File: src/logic/hbcba_pkg.sv
// Package of constants and carrier types for the host configuration block
// Overview of operation
// - Collision indicator pulled low during collision
// - Link indicator pulled low while link passes
// - Transmit indicator pulled low while transmitting
// - Receive indicator pulled low while receiving
// - Power-down bit stops internal clocks
// - Buffer width bit: one 8-bit, zero 16-bit
// - System width bit: one byte, zero word
// - Two-bit size field picks 8 to 64 kbytes
// - Byte order bit picks MSB or LSB first
// - Mode straps select one of four operating modes
// - Offsets zero to seven always reach direct registers
// - Offsets eight to fifteen switch among three banks
// - Bank selection comes from register seven bits
// - Byte and word access everywhere; the data port moves a whole word either way
// - Serial timing derived from 25 MHz system clock
// - Software chooses active interrupt output pin
// - Buffer bank puts data port at offset eight
`default_nettype none
package hbcba_pkg;
  localparam int unsigned CLK_HZ = 25000000;
  localparam int unsigned OSC_HZ = 20000000;
  localparam int unsigned SER_HZ = 10000000;
  // Serial enable period in system cycles, at least one
  localparam int unsigned SER_DIV =
    (CLK_HZ / SER_HZ) < 1 ? 1 : CLK_HZ / SER_HZ;
  localparam logic [3:0] OFF_CFG6 = 4'h6;
  localparam logic [3:0] OFF_CFG7 = 4'h7;
  localparam logic [3:0] OFF_PORT = 4'h8;
  localparam logic [3:0] OFF_IRQSEL = 4'h5;
  localparam logic [3:0] OFF_STAT = 4'h0;
  localparam int unsigned BIT_BSIZE = 0;
  localparam int unsigned BIT_BUFW = 4;
  localparam int unsigned BIT_SYSW = 5;
  localparam int unsigned BIT_ORDER = 0;
  localparam int unsigned BIT_BANK = 2;
  localparam int unsigned BIT_POWER_DOWN_BIT = 5;
  localparam logic [7:0] CFG6_RST = 8'h00;
  localparam logic [7:0] CFG7_RST = 8'h00;
  localparam logic [1:0] BANK_NODE = 2'h0;
  localparam logic [1:0] BANK_HASH = 2'h1;
  localparam logic [1:0] BANK_BUF = 2'h2;
  localparam logic [2:0] MODE_ISA_EE = 3'h0;
  localparam logic [2:0] MODE_JMP_EE = 3'h1;
  localparam logic [2:0] MODE_JMP_ID = 3'h2;
  localparam logic [2:0] MODE_GENERIC = 3'h3;
  localparam logic [31:0] WB_UNMAPPED = 32'h0000_0000;

  typedef struct packed {
    logic collision;
    logic link_pass;
    logic transmit;
    logic receive;
  } hbcba_net_t;

  typedef struct packed {
    logic collision_indicator;
    logic link_indicator;
    logic transmit_indicator;
    logic receive_indicator;
  } hbcba_led_t;

  typedef struct packed {
    logic [7:0] cfg6;
    logic [7:0] cfg7;
    logic [7:0] irqsel;
    logic [4:0][7:0] regs;
  } hbcba_unused_t;
endpackage : hbcba_pkg
`default_nettype wire

File: src/logic/hbcba_top.sv
// Host configuration, bank-switched register access and indicator logic
`timescale 1ns/1ps
`default_nettype none
module hbcba_top
  import hbcba_pkg::*;
(
  input wire logic clk_i,
  input wire logic rst_i,
  input wire logic wb_cyc_i,
  input wire logic wb_stb_i,
  input wire logic wb_we_i,
  input wire logic [3:0] wb_adr_i,
  input wire logic [1:0] wb_sel_i,
  input wire logic [15:0] wb_dat_i,
  output logic [15:0] wb_dat_o,
  output logic wb_ack_o,
  input wire logic [2:0] mode_strap_i,
  input wire logic [3:0] net_status_i,
  input wire logic [15:0] port_rd_data_i,
  output logic port_rd_o,
  output logic port_wr_o,
  output logic [15:0] port_wr_data_o,
  output logic collision_indicator_o,
  output logic collision_indicator_oe_o,
  output logic link_indicator_o,
  output logic link_indicator_oe_o,
  output logic transmit_indicator_o,
  output logic transmit_indicator_oe_o,
  output logic receive_indicator_o,
  output logic receive_indicator_oe_o,
  output logic [2:0] mode_o,
  output logic sys_byte_o,
  output logic buf_byte_o,
  output logic [1:0] buf_size_o,
  output logic [16:0] buf_bytes_o,
  output logic msb_first_o,
  output logic [1:0] bank_o,
  output logic clk_run_o,
  output logic ser_en_o,
  output logic [3:0] irq_pin_sel_o
);

  typedef struct packed {
    logic [7:0] cfg6;
    logic [7:0] cfg7;
    logic [7:0] irqsel;
    logic [39:0] direct;
    logic [63:0] node;
    logic [63:0] hash;
    logic [2:0] mode;
    logic [2:0] m1;
    logic [2:0] m2;
    logic [2:0] m3;
    logic [3:0] s1;
    logic [3:0] s2;
    logic [3:0] s3;
    logic [3:0] net;
    logic [2:0] div;
    logic ser_en;
    logic ack;
    logic [15:0] rdat;
    logic prd;
    logic pwr;
    logic [15:0] pwdat;
  } hbcba_state_t;

  hbcba_state_t st_r;
  hbcba_state_t st_nxt;

  // Merge byte lanes into an 8-bit register slice
  function automatic logic [7:0] hbcba_lane(input logic [7:0] old,
      input logic [7:0] nw, input logic en);
    hbcba_lane = en ? nw : old;
  endfunction : hbcba_lane

  // Swap halves of a word when most significant byte goes first
  function automatic logic [15:0] hbcba_order(input logic [15:0] w,
      input logic msb);
    hbcba_order = msb ? {w[7:0], w[15:8]} : w;
  endfunction : hbcba_order

  logic req;
  logic upper;
  logic [1:0] bank;
  logic [2:0] pair;
  logic [7:0] lo_q;
  logic [7:0] hi_q;
  logic [15:0] wdat;

  assign req = wb_cyc_i && wb_stb_i && !st_r.ack;
  assign upper = wb_adr_i[3];
  // Bank always read from the registered value, so a bank write only
  // steers accesses that follow it
  assign bank = st_r.cfg7[BIT_BANK +: 2];
  assign pair = {wb_adr_i[2:1], 1'b0};
  assign wdat = hbcba_order(wb_dat_i, st_r.cfg7[BIT_ORDER]);

  always_comb begin
    lo_q = 8'h00;
    hi_q = 8'h00;
    if (!upper) begin
      unique case (wb_adr_i[2:1])
        2'h0: begin
          lo_q = {4'h0, st_r.net};
          hi_q = st_r.direct[7:0];
        end
        2'h1: begin
          lo_q = st_r.direct[15:8];
          hi_q = st_r.direct[23:16];
        end
        2'h2: begin
          lo_q = st_r.direct[31:24];
          hi_q = st_r.irqsel;
        end
        default: begin
          lo_q = st_r.cfg6;
          hi_q = st_r.cfg7;
        end
      endcase
    end else begin
      unique case (bank)
        BANK_NODE: begin
          lo_q = st_r.node[8*pair +: 8];
          hi_q = st_r.node[8*pair + 8 +: 8];
        end
        BANK_HASH: begin
          lo_q = st_r.hash[8*pair +: 8];
          hi_q = st_r.hash[8*pair + 8 +: 8];
        end
        default: begin
          lo_q = 8'h00;
          hi_q = 8'h00;
        end
      endcase
    end
  end

  always_comb begin
    st_nxt = st_r;
    st_nxt.ack = req;
    // Read data stands only in the ack cycle
    st_nxt.rdat = WB_UNMAPPED[15:0];
    st_nxt.prd = 1'b0;
    st_nxt.pwr = 1'b0;
    // Three-stage sampling of external levels
    st_nxt.s1 = net_status_i;
    st_nxt.s2 = st_r.s1;
    st_nxt.s3 = st_r.s2;
    if (st_r.s2 == st_r.s3) begin
      st_nxt.net = st_r.s3;
    end
    st_nxt.m1 = mode_strap_i;
    st_nxt.m2 = st_r.m1;
    st_nxt.m3 = st_r.m2;
    if (st_r.m2 == st_r.m3) begin
      st_nxt.mode = st_r.m3;
    end
    // Divider runs only while clocks are enabled
    st_nxt.ser_en = 1'b0;
    if (st_r.cfg7[BIT_POWER_DOWN_BIT]) begin
      st_nxt.div = 3'h0;
    end else if (st_r.div == 3'(SER_DIV - 1)) begin
      st_nxt.div = 3'h0;
      st_nxt.ser_en = 1'b1;
    end else begin
      st_nxt.div = st_r.div + 3'h1;
    end
    if (req) begin
      st_nxt.rdat = hbcba_order({hi_q, lo_q}, st_r.cfg7[BIT_ORDER]);
      if (upper && bank == BANK_BUF && wb_adr_i[2:1] == 2'h0) begin
        st_nxt.rdat = hbcba_order(port_rd_data_i, st_r.cfg7[BIT_ORDER]);
        st_nxt.prd = !wb_we_i;
        st_nxt.pwr = wb_we_i;
        st_nxt.pwdat = wdat;
      end else if (upper && bank == BANK_BUF) begin
        st_nxt.rdat = 16'h0000;
      end
      if (wb_we_i) begin
        if (!upper) begin
          unique case (wb_adr_i[2:1])
            2'h0: st_nxt.direct[7:0] = hbcba_lane(st_r.direct[7:0],
                wdat[15:8], wb_sel_i[1]);
            2'h1: begin
              st_nxt.direct[15:8] = hbcba_lane(st_r.direct[15:8],
                  wdat[7:0], wb_sel_i[0]);
              st_nxt.direct[23:16] = hbcba_lane(st_r.direct[23:16],
                  wdat[15:8], wb_sel_i[1]);
            end
            2'h2: begin
              st_nxt.direct[31:24] = hbcba_lane(st_r.direct[31:24],
                  wdat[7:0], wb_sel_i[0]);
              st_nxt.irqsel = hbcba_lane(st_r.irqsel, wdat[15:8],
                  wb_sel_i[1]);
            end
            default: begin
              st_nxt.cfg6 = hbcba_lane(st_r.cfg6, wdat[7:0], wb_sel_i[0]);
              st_nxt.cfg7 = hbcba_lane(st_r.cfg7, wdat[15:8], wb_sel_i[1]);
            end
          endcase
        end else if (bank == BANK_NODE) begin
          st_nxt.node[8*pair +: 8] = hbcba_lane(st_r.node[8*pair +: 8],
              wdat[7:0], wb_sel_i[0]);
          st_nxt.node[8*pair + 8 +: 8] = hbcba_lane(
              st_r.node[8*pair + 8 +: 8], wdat[15:8], wb_sel_i[1]);
        end else if (bank == BANK_HASH) begin
          st_nxt.hash[8*pair +: 8] = hbcba_lane(st_r.hash[8*pair +: 8],
              wdat[7:0], wb_sel_i[0]);
          st_nxt.hash[8*pair + 8 +: 8] = hbcba_lane(
              st_r.hash[8*pair + 8 +: 8], wdat[15:8], wb_sel_i[1]);
        end
      end
    end
  end

  always_ff @(posedge clk_i) begin
    if (rst_i) begin
      st_r <= '0;
      st_r.cfg6 <= CFG6_RST;
      st_r.cfg7 <= CFG7_RST;
      st_r.mode <= MODE_ISA_EE;
    end else begin
      st_r <= st_nxt;
    end
  end

  assign wb_ack_o = st_r.ack;
  assign wb_dat_o = st_r.rdat;
  assign port_rd_o = st_r.prd;
  assign port_wr_o = st_r.pwr;
  assign port_wr_data_o = st_r.pwdat;
  // Open-drain: output is low, enable active while the condition holds
  assign collision_indicator_o = 1'b0;
  assign collision_indicator_oe_o = st_r.net[3];
  assign link_indicator_o = 1'b0;
  assign link_indicator_oe_o = st_r.net[2];
  assign transmit_indicator_o = 1'b0;
  assign transmit_indicator_oe_o = st_r.net[1];
  assign receive_indicator_o = 1'b0;
  assign receive_indicator_oe_o = st_r.net[0];
  assign mode_o = st_r.mode;
  assign sys_byte_o = st_r.cfg6[BIT_SYSW];
  assign buf_byte_o = st_r.cfg6[BIT_BUFW];
  assign buf_size_o = st_r.cfg6[BIT_BSIZE +: 2];
  assign buf_bytes_o = 17'h02000 << st_r.cfg6[BIT_BSIZE +: 2];
  assign msb_first_o = st_r.cfg7[BIT_ORDER];
  assign bank_o = bank;
  assign clk_run_o = !st_r.cfg7[BIT_POWER_DOWN_BIT];
  assign ser_en_o = st_r.ser_en;
  assign irq_pin_sel_o = st_r.irqsel[3:0];

endmodule : hbcba_top
`default_nettype wire

File: config.mk
export PLATFORM = sky130hd
export DESIGN_NAME = hbcba_top
export DESIGN_NICKNAME = d
export VERILOG_FILES = /design/src/logic/hbcba_pkg.sv /design/src/logic/hbcba_top.sv
export SDC_FILE = /design/constraint.sdc
export NUM_CORES = 1
export LEC_CHECK = 0
export BUFFER_PORTS_ARGS = -buffer_cell sky130_fd_sc_hd__buf_2
export CORE_MARGIN = 5
export CORE_UTILIZATION = 55
export CTS_BUF_LIST = sky130_fd_sc_hd__clkbuf_4
export DETAILED_ROUTE_END_ITERATION = 6
export PLACE_DENSITY = 0.8
export SYNTH_ARGS = -nofsm -noshare
export SYNTH_HDL_FRONTEND = slang
export SYNTH_SLANG_ARGS = --single-unit
File: constraint.sdc
create_clock -name clk_i -period 2.1 [get_ports clk_i]
set_clock_uncertainty 0.05 [all_clocks]
set_input_delay 0.315 -clock clk_i [delete_from_list [all_inputs] [get_ports clk_i]]
set_output_delay 0.315 -clock clk_i [all_outputs]
set_load 0.01 [all_outputs]
# Word level (Yosys, flattened, before mapping)

Cells that the tools add are included.

Memory bits (writable): 0
Input port bits: 50
Bits in registers: 251
Output and inout bits: 76
Memories: 0
Bits in read-only memories: 0
Word-level logic and storage cells: 95
Latch bits: 0

Shift operators: 11
Reductions and logical operators: 24
Add/sub/neg operators: 4
Bitwise operators: 5
$mul: 0
$lt $le $gt $ge: 0
Multiplexer cells: 20
Eq/ne operators: 7
Divide/modulo/power cells: 0

Operators with widths:

| cell                    | number |
|---|---|
| $bwmux 64               | 4 |
| $shiftx 8x34->64        | 4 |
| $shift 8x34->64 const A | 2 |
| $shiftx 64x33->8        | 2 |
| $shiftx 64x7->8         | 2 |
| $mux 16                 | 5 |
| $mux 8                  | 6 |
| $pmux 8 s3              | 2 |
| $reduce_and 5->1        | 8 |
| $neg 6->34              | 1 |
| $neg 7->34              | 1 |
| $pmux 8 s2              | 2 |
| $shl 14x2->17 const A   | 1 |
| $reduce_or 3->1         | 3 |
| $add 6x4->7 const B     | 1 |
| $not 1->1               | 5 |
| $eq 2x1->1 const B      | 2 |
| $eq 2x2->1 const B      | 2 |
| $eq 4x4->1              | 1 |
| $logic_and 1x1->1       | 4 |
| $logic_not 2->1         | 2 |
| $reduce_and 4->1        | 1 |
| $reduce_or 2->1         | 2 |
| $add 3x1->3 const B     | 1 |
| 5 further kinds         | 7 |

# Logic depth before layout (Yosys ltp)

Gate-level depths: netlist of the first run.

Word-level depth: 7
Depth in mapped cells: 10
Depth with buffers taken out: 7

# Least setup slack after synthesis of the first run

Ideal clock, no wire load.

Path type: in2reg
Start point: input wb_adr_i[2]
End point: register st_r, in the netlist port_wr_data_o[10]
Stages: 10
Library setup time: 128 ps
Arrival: 2075 ps
Path slack: -153 ps
Cell sequence: buf_6 clkbuf_8 inv_1 ha_1 clkbuf_1 nand2_1 nor2_1 buf_2 mux2i_1 nor2_1

Cells in the longest elaborated chain, start to end: 3

RTL lines:

| item                              | RTL line         | text |
|---|---|---|
| from (decl)                       | hbcba_top.sv:12  | `input wire logic [3:0] wb_adr_i,` |
| $logic_not 2->1                   | hbcba_top.sv:170 | `if (upper && bank == BANK_BUF && wb_adr_i[2:1] == 2'h0) begin` |
| $logic_and 1x1->1                 | hbcba_top.sv:170 |  |
| $reduce_and 2->1 (no source line) | --               |  |
| to (signal assigned)              | hbcba_top.sv:222 | `st_r <= st_nxt;` |
| to (decl)                         | hbcba_top.sv:67  | `hbcba_state_t st_r;` |

No other way between the ends.
A chain may end at the register's enable or synchronous reset.

# Final worst setup path of the first run

Start point: register st_r, in the netlist wb_ack_o
End point: register st_r[174] in the netlist's numbering

Cells in the longest elaborated chain, start to end: 3

RTL lines:

| item                              | RTL line        | text |
|---|---|---|
| $logic_not 1->1                   | hbcba_top.sv:90 | `assign req = wb_cyc_i && wb_stb_i && !st_r.ack;` |
| $logic_and 1x1->1                 | hbcba_top.sv:90 |  |
| $reduce_and 4->1 (no source line) | --              |  |

No other way between the ends.

==> impl_metrics.tcl, run 1 <==
set metrics [dict create \
    syn2layout_area_growth_pct 17.1 \
    fmax_mhz 497 \
    cts.path.max_buffers 3 \
    avgSynthCellArea_um2 9.40 \
    synth.most_common_cell "dfxtp_1" \
    gp_congestion 0.868 \
    r2r_start "wb_ack_o" \
    pwr-share-seq 0.506 \
    r2r-end "st_r[174]" \
    fin_setup_tns_ns 0 \
    hold_end "port_wr_data_o[2]" \
    ant_nets 0 \
    cts_sinks 251 \
    grt_max_degree 49 \
    drive_above_1_share 0.247 \
    synth_warnings 0 \
    yosysUniqueCellTypes 63 \
    path_cells "nand4b_1, nor3_4, buf_12, a21oi_1, a22o_1" \
    ys_ff_latch 251 \
    crit_fanout 16 \
    drt-initial-drc-count 969 \
    grt_pass1_vias 10000 \
    netSwitchingPower_w 0.00244 \
    cts_buffers 66 \
    boundaryPins 126 \
    die_w_um 154 \
    reg2reg_slack_ns 0.09 \
    rows 52 \
    min_from "wb_dat_i[2]" \
    clock_latency_ns 0.67 \
    synthCells 1212 \
    max_stage_delay_ns 0.71 \
    hp-class "input port to flip-flop" \
    end_kind "flip-flop" \
    synth_ff_type "dfxtp_1" \
    worstPathRequired_ns 2.63 \
    gr-total-overflow 0 \
    critPathLaunchType "flip-flop" \
    clockRootBuffer "clkbuf_4" \
    nets 1454 \
    internal-power_w 0.00708 \
    synth_top_area_frac 0.441 \
    cts_setup_buffers 0 \
    hold_violations 0 \
    wl_met3_mm 2.73 \
    outcome "finished clean" \
    worst-setup-path-type "flip-flop to flip-flop" \
    pwr-share-clk 0.409 \
    leakage_nw 5.48 \
    drc 0 \
    synth-seq-area-share 0.441 \
    grt_usage 0.270 \
    maxCapViolCount 0 \
    wl_per_cell_um 19.3 \
    wl_mm 32.8 \
    clk_pin_slew_worst_paths_ns 0.06 \
    async_flop_share 0 \
    start_util 0.561 \
    worst_slew_pin_slew_ns 0.885 \
    ir_drop_mv 0.335 \
    rsz0062_at_grt "false" \
    first_pass_iters 6 \
    power_w 0.00952 \
    fillCellCount 1576 \
    dp_hpwl_mm 22.6 \
    setup_viol 0 \
    p_comb_frac 0.085 \
    synthTopCellsByCount "dfxtp_1, nand2_1, nor2_1, o21ai_0, a21oi_1" \
    switching_share 0.257 \
    syn_area_mm2 0.0114 \
    fp.coreArea_mm2 0.0203 \
    synth_edf_count 0 \
    dieArea_mm2 0.0237 \
    wl_met1_mm 12.9 \
    antenna_found_initial 1 \
    power_density_mw_per_mm2 714 \
    vias_per_cell 5.90 \
    io_buffers 107 \
    grt_pass1_wl_mm 52.1 \
    cp_data_arrival_time_ns 2.54 \
    period_minus_slack_ns 2.01 \
    utilization 0.657 \
    highest_layer "met4" \
    cts_tree "built" \
    whs_path_depth 4 \
    maxSlewHeadroom 0.410 \
    reg2reg_depth 5 \
    dr_wl_met2_mm 15.7 \
    vias 10100 \
    synth_area_leaders "dfxtp_1, mux2i_1, buf_4, nand2_1, o21ai_0" \
    slew_violations 0 \
    period_share 0.958 \
    cts_max_level 3 \
    slowest_stage "a21oi_1" \
    die_h_um 154 \
    yosysTopAreaCell "dfxtp_1" \
]
cells by family after synthesis:
logic type / after synthesis / share of synthesized area
and+or+nand+nor: 367 / 0.149
AOI/OAI and AO/OA: 326 / 0.188
DFF: 251 / 0.441
buffers and inverters: 143 / 0.0804
muxes: 107 / 0.124
adders and majority gates: 10 / 0.0110
xor gates and xnor gates: 7 / 0.00538
other: 1 / 0.000329
worst max path at each step:
| stage | startpoint | depth (start not counted) | end | slack [ns] |
|---|---|---|---|---|
| after floorplan | wb_adr_i[1] | 9 | wb_dat_o[4] | 0.02 |
| after global placement | wb_adr_i[1] | 8 | wb_dat_o[7] | -0.22 |
| after detailed placement | wb_adr_i[1] | 8 | wb_dat_o[6] | -0.26 |
| after CTS | msb_first_o | 4 | wb_dat_o[9] | 0.03 |
| after global routing | bank_o[0] | 7 | wb_dat_o[8] | 0.003 |
| final | wb_ack_o | 5 | st_r[174] | 0.09 |
what timing repair did:
item	in CTS	in global routing
pin swaps	0	0
endpoints found under the setup margin	2	22
resized for setup	1	5
gates cloned	0	0
endpoints found under the hold margin	27	0
hold buffers	32	0
cell usage in the layout, fill, tap and decap left out, types with 9 or more instances in the layout:
cell type,Yosys,routed
a211oi_1,9,9
a21boi_0,10,10
a21o_1,10,10
a21oi_1,81,79
a222oi_1,12,12
a22o_1,50,50
buf_12,1,9
buf_2,12,106
buf_4,67,84
clkbuf_4,4,90
clkinv_1,3,15
conb_1,1,17
dfxtp_1,251,250
dlygate4sd3_1,0,32
ha_1,10,10
mux2_2,20,20
mux2i_1,64,64
mux4_2,15,15
nand2_1,133,133
nand3_1,26,25
nand4_1,9,9
nor2_1,115,113
nor2b_1,34,34
nor3_1,11,11
o21a_1,10,10
o21ai_0,89,89
o22ai_1,19,19
per-layer routing:
layer,vias to the layer above,track usage
li1,4670,-
met1,4764,0.335
met2,520,0.444
met3,101,0.0568
met4,0,0.138
met5,-,0
power groups by stage:
stage | registers [W] | logic, W | clock network, W
2_1_floorplan | 0.00492 | 0.000477 | 0
3_3_place_gp | 0.00492 | 0.000722 | 0
3_5_place_dp | 0.00492 | 0.000737 | 0
4_1_cts | 0.00482 | 0.000788 | 0.00396
5_1_grt | 0.00482 | 0.000867 | 0.00424
6_report | 0.00482 | 0.000813 | 0.00389
per-stage QoR:
step	setup WS, ns	std cells	hold WS (ns)	area, um2
floorplan	0.0196	1228	0.337	11500
global placement	-0.220	1564	0.367	12300
detailed placement	-0.256	1564	0.372	12300
CTS	0.0339	1702	0.0941	13300
global route	0.00267	1703	0.127	13300
finish	0.0889	1703	0.135	13300
critical path, delay by kind of cell (launching register included):
kind,cells,cell delay [ns]
AOI/OAI and AO/OA,2,0.96
buffers and inverters,1,0.16
DFF,1,0.37
and+or+nand+nor,2,0.39
sequential cells by signal, summed over array words and instances, names as in the netlist, 2 cells and up:
name / count
irq_pin_sel_o: 4
buf_size_o: 2
port_wr_data_o: 16
st_r: 183
wb_dat_o: 16
st_nxt: 14
mode_o: 3
bank_o: 2
area by class of cell:
cell class / count / area, um2 / area share
Inverter: 9 / 33.8 / 0.00253
Tap cell: 270 / 338 / 0.0253
Timing Repair Buffer: 232 / 1670 / 0.125
Sequential cell: 251 / 5030 / 0.377
Multi-Input combinational cell: 834 / 5520 / 0.414
Clock buffer: 90 / 676 / 0.0507
Clock inverter: 16 / 61.3 / 0.00460
Antenna cell: 1 / 2.50 / 0.000188
Power figures use the tool's default switching activity.
==> inputs of run 2 (changes only) <==
--- a/config.mk
+++ b/config.mk
@@ -11,6 +11,7 @@
 export CTS_BUF_LIST = sky130_fd_sc_hd__clkbuf_4
 export DETAILED_ROUTE_END_ITERATION = 6
 export PLACE_DENSITY = 0.8
+export SETUP_SLACK_MARGIN = 0.1
 export SYNTH_ARGS = -nofsm -noshare
 export SYNTH_HDL_FRONTEND = slang
 export SYNTH_SLANG_ARGS = --single-unit
==> impl_metrics.tcl, run 2 (synthesis gave the netlist of run 1 again) <==
set metrics [dict create \
    period_minus_slack_ns 1.93 \
    grt_usage 0.263 \
    start_util 0.561 \
    dieArea_mm2 0.0237 \
    worst-setup-path-type "flip-flop to flip-flop" \
    die_h_um 154 \
    setup_viol 0 \
    outcome "finished clean" \
    drc 0 \
    cts_sinks 251 \
    hold_slack_ns 0.133 \
    boundaryPins 126 \
    clk_pin_slew_worst_paths_ns 0.07 \
    slew_violations 0 \
    first_pass_iters 6 \
    reg2reg_slack_ns 0.17 \
    mostFrequentLayoutCell "dfxtp_1" \
    clock_latency_ns 0.70 \
    hold_violations 0 \
    ant_nets 0 \
    grt_pass1_vias 9864 \
    fp.coreArea_mm2 0.0203 \
    antenna_found_initial 1 \
    grt_pass1_wl_mm 51.2 \
    gr-total-overflow 0 \
    ir_drop_mv 0.329 \
    fmax_mhz 517 \
    slowest_stage "a21oi_1" \
    cts.path.max_buffers 3 \
    worstPathRequired_ns 2.65 \
    power_density_mw_per_mm2 705 \
    maxCapViolCount 0 \
    wl_mm 32.5 \
    regMostFlops "st_r" \
    utilization 0.665 \
    dp_hpwl_mm 22.3 \
    nets 1462 \
    critPathLaunchType "flip-flop" \
    clockRootBuffer "clkbuf_4" \
    maxSlewHeadroom 0.433 \
    rows 52 \
    path_cells "nand4b_1, buf_4, nor3_4, buf_12, a21oi_1, nand2_1, o21ai_0" \
    die_w_um 154 \
    max_stage_delay_ns 0.65 \
    grt_max_degree 106 \
    vias_per_cell 5.86 \
    io_buffers 107 \
    cts_buffers 60 \
    period_share 0.921 \
    wl_per_cell_um 18.9 \
    syn2layout_area_growth_pct 18.5 \
    largest_reg_flops 183 \
    drive_above_1_share 0.258 \
    power_w 0.00951 \
    cts_tree "built" \
    end_kind "flip-flop" \
    cts_max_level 2 \
    vias 10100 \
    gp_congestion 0.948 \
    crit_fanout 16 \
    cp_data_arrival_time_ns 2.48 \
    drt-initial-drc-count 861 \
    fillCellCount 1585 \
    hp-class "input port to flip-flop" \
    worst_slew_pin_slew_ns 0.850 \
    leakage_nw 5.53 \
    rsz0062_at_grt "true" \
    most-common-layout-cells "dfxtp_1, nand2_1, nor2_1, buf_2, buf_4" \
]
-- run 2: where the power goes --
| part | total (W) | leakage [nW] | switching, W | internal, W |
|---|---|---|---|---|
| registers | 0.00482 | 2.03 | 0.0000213 | 0.00479 |
| logic | 0.000827 | 3.07 | 0.000492 | 0.000335 |
| clock network | 0.00386 | 0.441 | 0.00193 | 0.00194 |
| total | 0.00951 | 5.53 | 0.00244 | 0.00707 |
-- run 2: worst paths after layout --
kind                      from         end  depth (start not counted)
setup / recovery      wb_ack_o   st_r[109]                          7
hold / removal    wb_dat_i[10]   bank_o[0]                          4
setup reg to reg      wb_ack_o   st_r[109]                          7
hold reg to reg     st_nxt[58]  st_nxt[55]                          1
-- run 2: repair_timing --
item / in CTS / in global routing
hold buffers: 34 / 0
buffers inserted: 0 / 5
hold endpoints to repair: 26 / 0
resized for setup: 0 / 10
setup endpoints to repair: 0 / 93
-- run 2: metal layers --
layer,global-route usage,share of wire,vias to the layer above
met1,0.334,0.40,4805
li1,-,-,4692
met3,0.0509,0.076,78
met5,0,0,-
met4,0.109,0.034,0
met2,0.440,0.49,495
-- run 2: critical path, delay by kind of cell (launching register included) --
kind,cells,cell delay [ns]
buffers and inverters,2,0.32
and+or+nand+nor,3,0.32
DFF,1,0.39
AOI/OAI and AO/OA,2,0.77
-- run 2: layout make-up --
cell class	instances	area, um2	share of cell area
multi-input cells	834	5550	0.412
flip-flops and latches	251	5030	0.373
repair buffers	246	1780	0.132
clock buffers	89	668	0.0495
well taps	270	338	0.0250
clock inverters	19	81.3	0.00603
inverters	9	40.0	0.00297
diodes	1	2.50	0.000185
-- run 2: metrics by stage --
step	TNS, ns	setup WS, ns	cell area, um2	std cells
5_1_grt	0	0.0121	13500	1719
3_3_place_gp	-4.48	-0.205	12300	1571
3_5_place_dp	-5.67	-0.216	12300	1571
4_1_cts	0	0.114	13400	1713
2_1_floorplan	0	0.104	11500	1228
6_report	0	0.166	13500	1719
